$ cat config.mk
export PLATFORM = sky130hd
export DESIGN_NAME = epi_programmer
export DESIGN_NICKNAME = d
export VERILOG_FILES = /design/src/logic/epi_pkg.sv /design/src/logic/epi_programmer.sv
export SDC_FILE = /design/constraint.sdc
export NUM_CORES = 1
export LEC_CHECK = 0
export BUFFER_PORTS_ARGS = -buffer_cell sky130_fd_sc_hd__buf_2
export CAP_MARGIN = 15
export CORE_AREA = 2 2 108 110
export CTS_BUF_LIST = sky130_fd_sc_hd__clkbuf_4
export CTS_CLUSTER_DIAMETER = 120
export CTS_CLUSTER_SIZE = 14
export DETAILED_ROUTE_END_ITERATION = 6
export DIE_AREA = 0 0 110 112
export PLACE_DENSITY = 0.8
export REMOVE_ABC_BUFFERS = 1
export SETUP_SLACK_MARGIN = 0.1
export SYNTH_ARGS = -nofsm -noshare
export SYNTH_HDL_FRONTEND = slang
export SYNTH_SLANG_ARGS = --single-unit
export TNS_END_PERCENT = 100
$ cat constraint.sdc
create_clock -name core_clk -period 6.3 [get_ports core_clk]
set_input_delay 0.63 -clock core_clk [delete_from_list [all_inputs] [get_ports core_clk]]
set_output_delay 0.63 -clock core_clk [all_outputs]
set_load 0.02 [all_outputs]
$ cat src/logic/epi_pkg.sv
package epi_pkg;
    localparam int EPI_ADDR_W = 16;
    localparam int EPI_DATA_W = 16;
    localparam int EPI_ID_ARM_BIT = 9;
    localparam int EPI_ID_SEL_BIT = 0;
    localparam int EPI_VAR_W = 3;
    // Variant codes
    localparam logic [2:0] EPI_VAR_HS_A = 3'h0;
    localparam logic [2:0] EPI_VAR_STD_S = 3'h1;
    localparam logic [2:0] EPI_VAR_HS_B = 3'h2;
    localparam logic [2:0] EPI_VAR_STD_32K = 3'h3;
    localparam logic [2:0] EPI_VAR_STD_L = 3'h4;
    localparam logic [2:0] EPI_VAR_WORD = 3'h5;
    // Cycle timing at 10 MHz
    localparam int EPI_CLK_MHZ = 10;
    localparam int EPI_SETUP_NS = 2000;
    localparam int EPI_SETUP_CYC = (EPI_SETUP_NS * EPI_CLK_MHZ + 999) / 1000;
    localparam int EPI_PULSE_US = 100;
    localparam int EPI_PULSE_CYC = EPI_PULSE_US * EPI_CLK_MHZ;
    localparam int EPI_HOLD_NS = 2000;
    localparam int EPI_HOLD_CYC = (EPI_HOLD_NS * EPI_CLK_MHZ + 999) / 1000;
    localparam int EPI_CNT_W = 16;

    typedef struct packed {
        logic supply_hi;
        logic gate_hv;
        logic id_arm_hv;
        logic chip_select_b;
        logic drive_allow_b;
        logic program_pulse_b;
    } epi_ctl_t;

    typedef struct packed {
        logic [EPI_ADDR_W-1:0] addr;
        logic [EPI_DATA_W-1:0] data;
        logic [EPI_VAR_W-1:0] variant;
    } epi_req_t;

    localparam epi_ctl_t EPI_CTL_IDLE = '{
        supply_hi: 1'b0, gate_hv: 1'b0, id_arm_hv: 1'b0,
        chip_select_b: 1'b1, drive_allow_b: 1'b1, program_pulse_b: 1'b1};
endpackage : epi_pkg

$ cat src/logic/epi_programmer.sv
`timescale 1ns/1ps
module epi_programmer
    import epi_pkg::*;
#(
    parameter int PULSE_CYC = EPI_PULSE_CYC
) (
    input wire logic core_clk,
    input wire logic rst_b,
    input wire logic prog_start,
    input wire logic id_start,
    input wire epi_req_t req,
    output logic busy,
    output logic done,
    output logic [EPI_DATA_W-1:0] id_maker,
    output logic [EPI_DATA_W-1:0] id_product,
    output epi_ctl_t ctl,
    output logic [EPI_ADDR_W-1:0] addr_out,
    output logic [EPI_DATA_W-1:0] data_out,
    output logic [EPI_DATA_W-1:0] data_oe_b,
    input wire logic [EPI_DATA_W-1:0] data_in
);
    typedef enum {
        EPI_IDLE, EPI_P_SETUP, EPI_P_PULSE, EPI_P_HOLD,
        EPI_I_SETUP0, EPI_I_READ0, EPI_I_SETUP1, EPI_I_READ1
    } epi_state_t;

    epi_state_t state, next_state;
    logic [EPI_CNT_W-1:0] cnt;
    logic [EPI_VAR_W-1:0] var_q;
    logic [EPI_DATA_W-1:0] wdata;
    logic [EPI_ADDR_W-1:0] waddr;

    wire logic cnt_zero = (cnt == '0);
    wire logic is_hs = (var_q == EPI_VAR_HS_A) || (var_q == EPI_VAR_HS_B);
    wire logic is_word = (var_q == EPI_VAR_WORD);
    wire logic uses_pulse = (var_q == EPI_VAR_STD_S) || is_word;
    wire logic prog_phase = (state == EPI_P_SETUP) ||
        (state == EPI_P_PULSE) || (state == EPI_P_HOLD);
    wire logic id_phase = (state == EPI_I_SETUP0) ||
        (state == EPI_I_READ0) || (state == EPI_I_SETUP1) ||
        (state == EPI_I_READ1);
    wire logic id_sel = (state == EPI_I_SETUP1) || (state == EPI_I_READ1);
    // Byte parts drive only the low eight lanes
    wire logic [EPI_DATA_W-1:0] lane_mask =
        is_word ? {EPI_DATA_W{1'b1}} : 16'h00FF;

    // Variant decode; an unknown code raises nothing
    wire logic var_std_s = (var_q == EPI_VAR_STD_S);
    wire logic var_std_32k = (var_q == EPI_VAR_STD_32K);
    wire logic var_std_l = (var_q == EPI_VAR_STD_L);
    wire logic var_known = is_hs || var_std_s || var_std_32k ||
        var_std_l || is_word;
    wire logic want_supply = var_std_s || var_std_32k || is_word;
    wire logic want_gate = is_hs || var_std_l;
    wire logic want_oe_high = var_std_32k || is_word;
    wire logic pulse_now = (state == EPI_P_PULSE) && uses_pulse;

    // Variant pin patterns for programming entry
    epi_ctl_t prog_ctl;
    always_comb begin
        prog_ctl = EPI_CTL_IDLE;
        prog_ctl.supply_hi = want_supply;
        // Combined pin carries supply at its 12.75 V level
        prog_ctl.gate_hv = want_gate;
        prog_ctl.chip_select_b = !var_known;
        prog_ctl.drive_allow_b = want_oe_high;
        // Only the smallest and word parts have a pulse pin
        prog_ctl.program_pulse_b = !pulse_now;
    end

    // Identifier: select, gate and other addresses held low
    epi_ctl_t id_ctl;
    always_comb begin
        id_ctl = EPI_CTL_IDLE;
        id_ctl.id_arm_hv = 1'b1;
        id_ctl.chip_select_b = 1'b0;
        id_ctl.drive_allow_b = 1'b0;
    end

    // Standard parts: ones left unchanged, so all-ones words skip the pulse
    wire logic skip_pulse = !is_hs &&
        ((wdata & lane_mask) == lane_mask);

    wire epi_ctl_t next_ctl = prog_phase ? prog_ctl :
        (id_phase ? id_ctl : EPI_CTL_IDLE);
    wire logic [EPI_ADDR_W-1:0] id_addr =
        EPI_ADDR_W'(id_sel) << EPI_ID_SEL_BIT;
    wire logic [EPI_ADDR_W-1:0] next_addr = prog_phase ? waddr :
        (id_phase ? id_addr : '0);
    wire logic [EPI_DATA_W-1:0] next_oe_b = prog_phase ? ~lane_mask :
        {EPI_DATA_W{1'b1}};

    always_comb begin
        next_state = state;
        case (state)
            EPI_IDLE: begin
                if (prog_start) begin
                    next_state = EPI_P_SETUP;
                end else if (id_start) begin
                    next_state = EPI_I_SETUP0;
                end
            end
            EPI_P_SETUP: begin
                if (cnt_zero) begin
                    next_state = skip_pulse ? EPI_P_HOLD : EPI_P_PULSE;
                end
            end
            EPI_P_PULSE: begin
                if (cnt_zero) begin
                    next_state = EPI_P_HOLD;
                end
            end
            EPI_P_HOLD: begin
                if (cnt_zero) begin
                    next_state = EPI_IDLE;
                end
            end
            EPI_I_SETUP0: begin
                if (cnt_zero) begin
                    next_state = EPI_I_READ0;
                end
            end
            EPI_I_READ0: begin
                next_state = EPI_I_SETUP1;
            end
            EPI_I_SETUP1: begin
                if (cnt_zero) begin
                    next_state = EPI_I_READ1;
                end
            end
            EPI_I_READ1: begin
                next_state = EPI_IDLE;
            end
            default: begin
                next_state = EPI_IDLE;
            end
        endcase
    end

    wire logic state_change = (next_state != state);
    wire logic [EPI_CNT_W-1:0] next_cnt =
        (next_state == EPI_P_PULSE) ? EPI_CNT_W'(PULSE_CYC - 1) :
        (next_state == EPI_P_HOLD) ? EPI_CNT_W'(EPI_HOLD_CYC - 1) :
        EPI_CNT_W'(EPI_SETUP_CYC - 1);
    wire logic finish = state_change && (next_state == EPI_IDLE) &&
        (state != EPI_IDLE);

    always_ff @(posedge core_clk or negedge rst_b) begin
        if (!rst_b) begin
            state <= EPI_IDLE;
        end else begin
            state <= next_state;
        end
    end

    always_ff @(posedge core_clk or negedge rst_b) begin
        if (!rst_b) begin
            cnt <= '0;
        end else begin
            cnt <= state_change ? next_cnt : (cnt_zero ? cnt : cnt - 1'b1);
        end
    end

    // Request captured once; stable until the operation ends
    wire logic take = (state == EPI_IDLE) && (prog_start || id_start);

    always_ff @(posedge core_clk or negedge rst_b) begin
        if (!rst_b) begin
            var_q <= '0;
        end else if (take) begin
            var_q <= req.variant;
        end
    end

    always_ff @(posedge core_clk or negedge rst_b) begin
        if (!rst_b) begin
            wdata <= '0;
        end else if (take) begin
            wdata <= req.data;
        end
    end

    always_ff @(posedge core_clk or negedge rst_b) begin
        if (!rst_b) begin
            waddr <= '0;
        end else if (take) begin
            waddr <= req.addr;
        end
    end

    always_ff @(posedge core_clk or negedge rst_b) begin
        if (!rst_b) begin
            ctl <= EPI_CTL_IDLE;
        end else begin
            ctl <= next_ctl;
        end
    end

    always_ff @(posedge core_clk or negedge rst_b) begin
        if (!rst_b) begin
            addr_out <= '0;
        end else begin
            addr_out <= next_addr;
        end
    end

    always_ff @(posedge core_clk or negedge rst_b) begin
        if (!rst_b) begin
            busy <= 1'b0;
        end else begin
            busy <= (next_state != EPI_IDLE);
        end
    end

    always_ff @(posedge core_clk or negedge rst_b) begin
        if (!rst_b) begin
            done <= 1'b0;
        end else begin
            done <= finish;
        end
    end

    // Sampled at the end of each read slot, lanes held since setup
    wire logic take_maker = (state == EPI_I_READ0);
    wire logic take_product = (state == EPI_I_READ1);
    // Lanes fall to zero outside programming so no stale word lingers
    wire logic [EPI_DATA_W-1:0] next_data = prog_phase ?
        (wdata & lane_mask) : '0;

    genvar lane;
    generate
        for (lane = 0; lane < EPI_DATA_W; lane++) begin : g_lane
            always_ff @(posedge core_clk or negedge rst_b) begin
                if (!rst_b) begin
                    data_out[lane] <= 1'b0;
                end else begin
                    data_out[lane] <= next_data[lane];
                end
            end

            always_ff @(posedge core_clk or negedge rst_b) begin
                if (!rst_b) begin
                    data_oe_b[lane] <= 1'b1;
                end else begin
                    data_oe_b[lane] <= next_oe_b[lane];
                end
            end

            always_ff @(posedge core_clk or negedge rst_b) begin
                if (!rst_b) begin
                    id_maker[lane] <= 1'b0;
                end else if (take_maker) begin
                    id_maker[lane] <= data_in[lane] & lane_mask[lane];
                end
            end

            always_ff @(posedge core_clk or negedge rst_b) begin
                if (!rst_b) begin
                    id_product[lane] <= 1'b0;
                end else if (take_product) begin
                    id_product[lane] <= data_in[lane] & lane_mask[lane];
                end
            end
        end
    endgenerate
endmodule : epi_programmer

==> PnR_summary.wiki, run 1 <==
{| class="wikitable"
! Metric !! Value
|-
| Outcome || completed
|-
| Post-synthesis sequential area ratio || between 60% and 70%
|-
| Cell occurring most often along the worst timing path || sky130_fd_sc_hd__nand4_1
|-
| Total power per unit cell area || 240.1 mW/mm2
|-
| Post-layout nets || 671
|-
| Worst-margin pin slew || 0.9217 ns
|-
| Capture point of the worst reg-to-reg path || id_product[5]
|-
| Starting utilization of the core area || a little over half
|-
| Top cell type by total area after synthesis || sky130_fd_sc_hd__dfrtp_1
|-
| Final weighted congestion in routability-driven placement || 0.8769
|-
| HP Class || in -> async
|-
| Cts bufs inserted || 17
|-
| Final core utilization || between 60% and 70%
|-
| Number of rows in the core area || 39
|-
| Min setup slack post-route || 3.455 ns
|-
| Final instance area || 0.007151 mm2
|-
| Required time of the worst setup path || 6.70 ns
|-
| Wire length of the first global-routing pass || 18640 um
|-
| Number of optimization iterations in the first detailed-route pass || 4
|-
| Number of setup buffers added after CTS || 0
|-
| Core area || between 0.01 and 0.015 mm2
|-
| Number of antenna violations at the first check in global routing || 0
|-
| Worst-case vdd ir drop || between 0.1 and 0.15 mV
|-
| Clk_lat worst skew || between 0.5 and 0.6 ns
|-
| Mean post-synth cell area || around 13 um2
|-
| Critical path peak fanout || 21
|-
| Count of buffers from port buffering || 142
|-
| Minimum period implied by the final worst setup slack || between 2 and 3 ns
|-
| Number of flops mapped to enable cells by yosys || 0
|-
| Largest net degree at the start of global routing || 101
|-
| # DRC || 0
|-
| Die area || 0.01232 mm2
|-
| Skew final || 0.02606 ns
|-
| Routed length per instance || 14.64 um
|-
| Total routed wirelength || 11290 um
|-
| CTS tree || yes
|-
| Top cells by area in the synthesized netlist || sky130_fd_sc_hd__dfrtp_1 63%, sky130_fd_sc_hd__mux2_2 9.9%, sky130_fd_sc_hd__and2_1 2.9%, sky130_fd_sc_hd__dfstp_2 2.2%, sky130_fd_sc_hd__buf_4 2.0%
|-
| Share of final-layout standard cells stronger than drive strength 1 || about 39%
|-
| Share of the synthesized area in the top cell type || between 60 and 70%
|-
| R2r setup slk || 3.45 ns
|-
| Post-synth cell types || 50
|-
| Detailed placer's ending HPWL || roughly 8000 um
|-
| Total congestion overflow || 0
|-
| Setup slack after placement || around 3.5 ns
|-
| GRT Total Usage || 19.87%
|-
| Final Max Slew Viols || 0
|-
| Setup Total Neg Slack || 0 ns
|-
| Most frequently used flop master after synthesis || sky130_fd_sc_hd__dfrtp_1
|-
| Number of resized instances in the post-cts repair step || 0
|-
| Number of hold-slack violations in the final timing report || 0
|-
| Cell count after synthesis || 454
|-
| Depth of the worst register-to-register path || 5
|-
| Reg-to-reg critical path startpoint || state[10]
|-
| Standby leakage power || 3.545 nW
|-
| Type of element launching the critical path || register
|-
| Number of nets still failing antenna checks after routing || 0
|-
| ANT cells || 0
|-
| FMAX || 351.4 MHz
|-
| Number of buffers between clock root and the deepest sink || 2
|-
| Clock sink count || 157
|-
| Worst slew slack as a fraction of its limit || between 30% and 40%
|-
| Drt via density || 5.022
|-
| RSZ-0062 raised after global routing || no
|-
| Area growth from synthesis to layout || 18.59%
|-
| Die width || between 100 and 150 um
|-
| Count of H-tree levels built during CTS || 4
|-
| Final worst-path cycle share || ~45%
|-
| Max stage delay on crit path || 0.81 ns
|-
| Clock-pin slew on the worst setup and hold paths || 0.14 ns
|-
| Cell at the root of the clock tree || sky130_fd_sc_hd__clkbuf_4
|-
| Final setup viols || 0
|-
| Floorplan die height || 112 um
|-
| CP max-delay cell || sky130_fd_sc_hd__nand4_1
|-
| Drt initial violations || 284
|-
| Setup crit end kind || register
|-
| Number of global-route vias before repair || 3923
|-
| Async SR Flop Fraction || 100.0%
|-
| Synth Cell Area || 0.006030 mm2
|-
| Placed standard-cell area || 0.006864 mm2
|-
| Max-capacitance violation count || 0
|-
| Number of top-level pins || 143
|-
| Hold bufs inserted after CTS || 0
|-
| Endpoint arrival time on the critical path || approximately 3.3 ns
|-
| Yosys warnings || 0
|-
| Worst setup path category || reg -> reg
|-
| Cells along the critical path || nor4_1, nand4_1, nor2_1, nand4_1, mux2_2
|-
| Total via count after detailed routing || 3872
|-
| Synth Register Bits || 157
|}
[placed cells by master, fill, tap and decap left out, drive strengths merged, types with 3 or more instances in the layout]
master / n
nor2: 23
inv: 17
mux2: 57
clkbuf: 17
nand4: 8
or2: 5
conb: 29
nor4: 10
o21ai: 12
nor3b: 3
xnor2: 9
mux2i: 5
o21bai: 5
nor3: 13
xor2: 5
and2: 28
clkinv: 4
nand2: 28
dfstp: 5
dfrtp: 152
or3: 4
a21oi: 9
nor2b: 3
and3: 10
buf: 145
[sequential cells by signal, summed over array words and instances, names as in the netlist]
| register | flops |
|---|---|
| id_maker | 16 |
| state | 32 |
| busy | 1 |
| data_oe_b | 2 |
| addr_out | 16 |
| data_out | 16 |
| wdata | 16 |
| ctl | 6 |
| done | 1 |
| cnt | 16 |
| id_product | 16 |
| waddr | 16 |
| var_q | 3 |
[power by group]
part	internal (mW)	switching, mW
Combinational	0.0290	0.0388
Clock	0.242	0.360
Sequential	1.03	0.0132
Total	1.30	0.412
[worst max-delay path, delay by kind of cell (launching register included)]
family,cells,cell delay (ns)
AND/OR/NAND/NOR,4,1.75
multiplexers,1,0.57
flip-flops,1,0.39
[kinds of logic (layout without fill, tap and decap cells)]
logic type | Yosys count | count (layout) | share of synthesized area (%)
buffers and inverters | 41 | 187 | 3.756
other | 1 | 29 | 0.06219
AO/OA/AOI/OAI | 35 | 35 | 3.652
multiplexers | 62 | 62 | 11.48
flip-flops | 157 | 157 | 65.26
AND/OR/NAND/NOR | 143 | 143 | 13.55
XOR/XNOR | 14 | 14 | 2.034
adder cells (fa/ha/maj) | 1 | 1 | 0.2075
[synthesized netlist by cell type, drive strengths merged (2+ instances only)]
master,n
clkbuf,9
nand3,2
xnor2,9
dfrtp,152
mux2i,5
o22ai,2
or3,4
a21oi,9
mux2,57
nor3b,3
dfstp,5
nand2b,2
buf,22
nor3,13
xor2,5
o21ai,12
a2111oi,2
nand4,8
nand2,28
a211oi,2
nor4,10
inv,10
and2,28
or2,5
nor2,23
nor2b,3
o21bai,5
and3,10
[worst max path at each step]
| stage | startpoint | end | slack [ns] | depth (start not counted) |
|---|---|---|---|---|
| after floorplan | state[10] | var_q[0] | 3.71 | 5 |
| after global placement | state[10] | id_product[1] | 3.60 | 5 |
| after detailed placement | state[12] | id_product[5] | 3.53 | 5 |
| after CTS | state[12] | id_product[5] | 3.45 | 5 |
| after global routing | state[7] | id_product[5] | 3.20 | 5 |
| final | state[10] | id_product[5] | 3.45 | 5 |
[stage by stage]
| step | total power [mW] | hold slack [ns] | cells |
|---|---|---|---|
| 2_1_floorplan | 1.088 | 0.3344 | 451 |
| 3_3_place_gp | 1.131 | 0.4528 | 739 |
| 3_5_place_dp | 1.136 | 0.4576 | 739 |
| 4_1_cts | 1.739 | 0.1624 | 771 |
| 5_1_grt | 1.796 | 0.1966 | 771 |
| 6_report | 1.717 | 0.1557 | 771 |
[metal layers]
layer | part of all wire (%) | global-route usage (%) | up-vias | routed length, um
met5 | 0 | 0 | - | 0
met4 | 2.6 | 9.030 | 0 | 297
met3 | 6.6 | 5.504 | 24 | 745
met2 | 50 | 32.02 | 124 | 5600
met1 | 41 | 24.81 | 1891 | 4641
li1 | - | - | 1833 | -
[final cells by class]
class | count | area (um2)
fill | 845 | 4024
sequential | 157 | 3935
multi-input combinational | 284 | 1973
timing repair buffer | 145 | 739.5
tap | 143 | 178.9
clock inverter | 15 | 158.9
clock buffer | 17 | 127.6
inverter | 10 | 37.54
(Power assumes the default switching activity.)
==> run 2, diff against run 1 <==
Settings changed: CORE_AREA 2 2 108 110 to 2 2 113 115, DIE_AREA 0 0 110 112 to 0 0 115 117, PLACE_DENSITY 0.8 to 0.77.
Clock period 6.3 ns to 2.61 ns, I/O delays scaled along.
==> run 2 against run 1 <==
Effect of this change:
- sequential cell count stayed put
- fmax is 18% higher
- clock power is 120% higher
- clock skew down 0.014 ns
- global-route usage about the same
- via count rose by 8.1%
- hold slack worse by 0.070 ns
- largest power group unchanged
- register-to-register slack worse by 3.2 ns
- sequential power is 140% higher
- die area is 9.2% higher
- first-iteration DRC count shrank 7.4%
- largest cell class unchanged
==> PnR_summary.wiki, run 2 (synthesized netlist as in run 1, its figures left out) <==
{| class="wikitable"
! Metric !! Value
|-
| Final Max Slew Viols || 0 (unchanged)
|-
| Drt initial violations || 263 (-7.4%)
|-
| Worst-margin pin slew || 0.6060 ns (-0.3157 ns)
|-
| Number of antenna violations at the first check in global routing || 1 (+1)
|-
| Non-filler cells in the finished layout || 847 (+9.9%)
|-
| CP Launch Point || state[21]
|-
| Number of hold-slack violations in the final timing report || 0 (unchanged)
|-
| Final worst-path cycle share || 92.02% (+47 points)
|-
| Detailed placer's ending HPWL || 8128 um (+0.98%)
|-
| Critical path peak fanout || 35 (+67%)
|-
| Worst slew slack as a fraction of its limit || 59.33% (+21 points)
|-
| Total routed wirelength || 12630 um (+12%)
|-
| Setup Total Neg Slack || 0 ns (unchanged)
|-
| Worst min-delay path startpoint || data_in[10]
|-
| Setup crit end kind || register
|-
| Count of buffers from port buffering || 142 (unchanged)
|-
| Max-capacitance violation count || 0 (unchanged)
|-
| Wire length of the first global-routing pass || 20360 um (+9.2%)
|-
| Drt via density || 4.941 (-1.6%)
|-
| Clk_lat worst skew || 0.54 ns (about the same)
|-
| Commonest non-fill, non-tap cells in the layout || 152 x sky130_fd_sc_hd__dfrtp_1, 141 x sky130_fd_sc_hd__buf_2, 53 x sky130_fd_sc_hd__mux2_2
|-
| Die area || 0.01346 mm2 (+9.2%)
|-
| Skew final || 0.01176 ns (-0.01431 ns)
|-
| Outcome || completed
|-
| Die width || 115 um (+4.5%)
|-
| Number of nets still failing antenna checks after routing || 0 (unchanged)
|-
| Area growth from synthesis to layout || 30.38%
|-
| GRT Total Usage || 19.85% (about the same)
|-
| Number of global-route vias before repair || 4257 (+8.5%)
|-
| Standby leakage power || 3.851 nW (+8.6%)
|-
| RSZ-0062 raised after global routing || no
|-
| Starting utilization of the core area || 48.97% (-5.0 points)
|-
| Final weighted congestion in routability-driven placement || 0.8790 (+0.24%)
|-
| HP Class || in -> reg
|-
| Number of top-level pins || 143 (unchanged)
|-
| Required time of the worst setup path || 3.05 ns (-3.65 ns)
|-
| Cts bufs inserted || 17 (unchanged)
|-
| Reg-to-reg critical path startpoint || state[21]
|-
| Clock sink count || 157 (unchanged)
|-
| Flip-flop count of the largest register, all copies and words added || 32 (unchanged)
|-
| Share of final-layout standard cells stronger than drive strength 1 || 38.94% (+0.083 points)
|-
| Largest net degree at the start of global routing || 62 (-39%)
|-
| # DRC || 0 (unchanged)
|-
| Cell at the root of the clock tree || sky130_fd_sc_hd__clkbuf_4
|-
| Worst setup path category || reg -> reg
|-
| Number of rows in the core area || 41 (+5.1%)
|-
| Post-placement cell count || 756 (+2.3%)
|-
| CTS tree || yes
|-
| Type of element launching the critical path || register
|-
| Clock-pin slew on the worst setup and hold paths || 0.11 ns (-0.03 ns)
|-
| Floorplan die height || 117 um (+4.5%)
|-
| Number of optimization iterations in the first detailed-route pass || 5 (+1)
|-
| Total via count after detailed routing || 4185 (+8.1%)
|-
| Total congestion overflow || 0 (unchanged)
|-
| Routed length per instance || 14.91 um (+1.9%)
|-
| Worst-case vdd ir drop || 0.2238 mV (+51%)
|-
| Reg with most FFs || state
|-
| Count of H-tree levels built during CTS || 4 (unchanged)
|-
| Number of buffers between clock root and the deepest sink || 2 (unchanged)
|-
| FMAX || 416.3 MHz (+18%)
|-
| Smallest hold slack || 0.08605 ns (-0.06968 ns)
|-
| Minimum period implied by the final worst setup slack || 2.402 ns (-0.4435 ns)
|-
| Core area || 0.01231 mm2 (+10%)
|-
| Endpoint arrival time on the critical path || 2.84 ns (-0.41 ns)
|-
| Final setup viols || 0 (unchanged)
|-
| Setup slack after placement || 0.2021 ns (-3.328 ns)
|-
| Post-layout nets || 739 (+10%)
|-
| Leading cell type in the layout, fill and taps excluded || sky130_fd_sc_hd__dfrtp_1
|-
| Total power per unit cell area || 523.2 mW/mm2 (+120%)
|-
| Min setup slack post-route || 0.2082 ns (-3.246 ns)
|}
run 2: layout make-up:
type / count / area [um2]
Antenna cell: 1 / 2.502
Clock buffer: 21 / 157.7
Clock inverter: 11 / 101.3
Fill cell: 889 / 4451
Inverter: 10 / 37.54
Multi-Input combinational cell: 284 / 2029
Sequential cell: 157 / 3935
Tap cell: 150 / 187.7
Timing Repair Buffer: 213 / 1410
run 2: stage by stage:
stage,utilization (%),area [um2],total power [mW]
after CTS,62.83,7735,4.170
after global placement,56.74,6985,2.737
after global routing,63.85,7861,4.310
after floorplan,-,5946,2.626
final,63.85,7861,4.113
after detailed placement,56.74,6985,2.749
run 2: power breakdown:
group          switching, mW  total [mW]  leakage (nW)  internal [mW]
Sequential            0.0343        2.53          1.96           2.49
Clock                  0.761        1.35         0.153          0.591
Combinational          0.108       0.231          1.74          0.123
run 2: routing by layer:
layer	track usage, %	share of wire [%]
met1	23.56	41
met2	34.00	51
met3	5.252	5.8
met4	9.317	2.4
met5	0	0
run 2: what timing repair did:
action	in CTS	in global routing
endpoints found under the setup margin	0	7
buffers inserted	0	9
hold buffers	49	0
resized for setup	0	13
endpoints found under the hold margin	116	0
run 2: critical path, cell delays in order (launching register included):
cell                      delay [ns]
sky130_fd_sc_hd__dfrtp_1        0.39
sky130_fd_sc_hd__nor4_2         0.29
sky130_fd_sc_hd__nand4_1        0.19
sky130_fd_sc_hd__or2_4          0.31
sky130_fd_sc_hd__buf_4          0.14
sky130_fd_sc_hd__buf_4          0.14
sky130_fd_sc_hd__nor3_4         0.21
sky130_fd_sc_hd__buf_12         0.25
sky130_fd_sc_hd__mux2_2         0.37
run 2: path summary, 6_finish.rpt:
check	slack [ns]	end	depth (start not counted)
setup / recovery	0.21	wdata[11]	8
min in group asynchronous	0.25	waddr[10]	2
hold reg to reg	0.49	addr_out[10]	1
hold / removal	0.09	id_product[10]	3
setup reg to reg	0.21	wdata[11]	8
max in group asynchronous	1.64	data_oe_b[0]	3
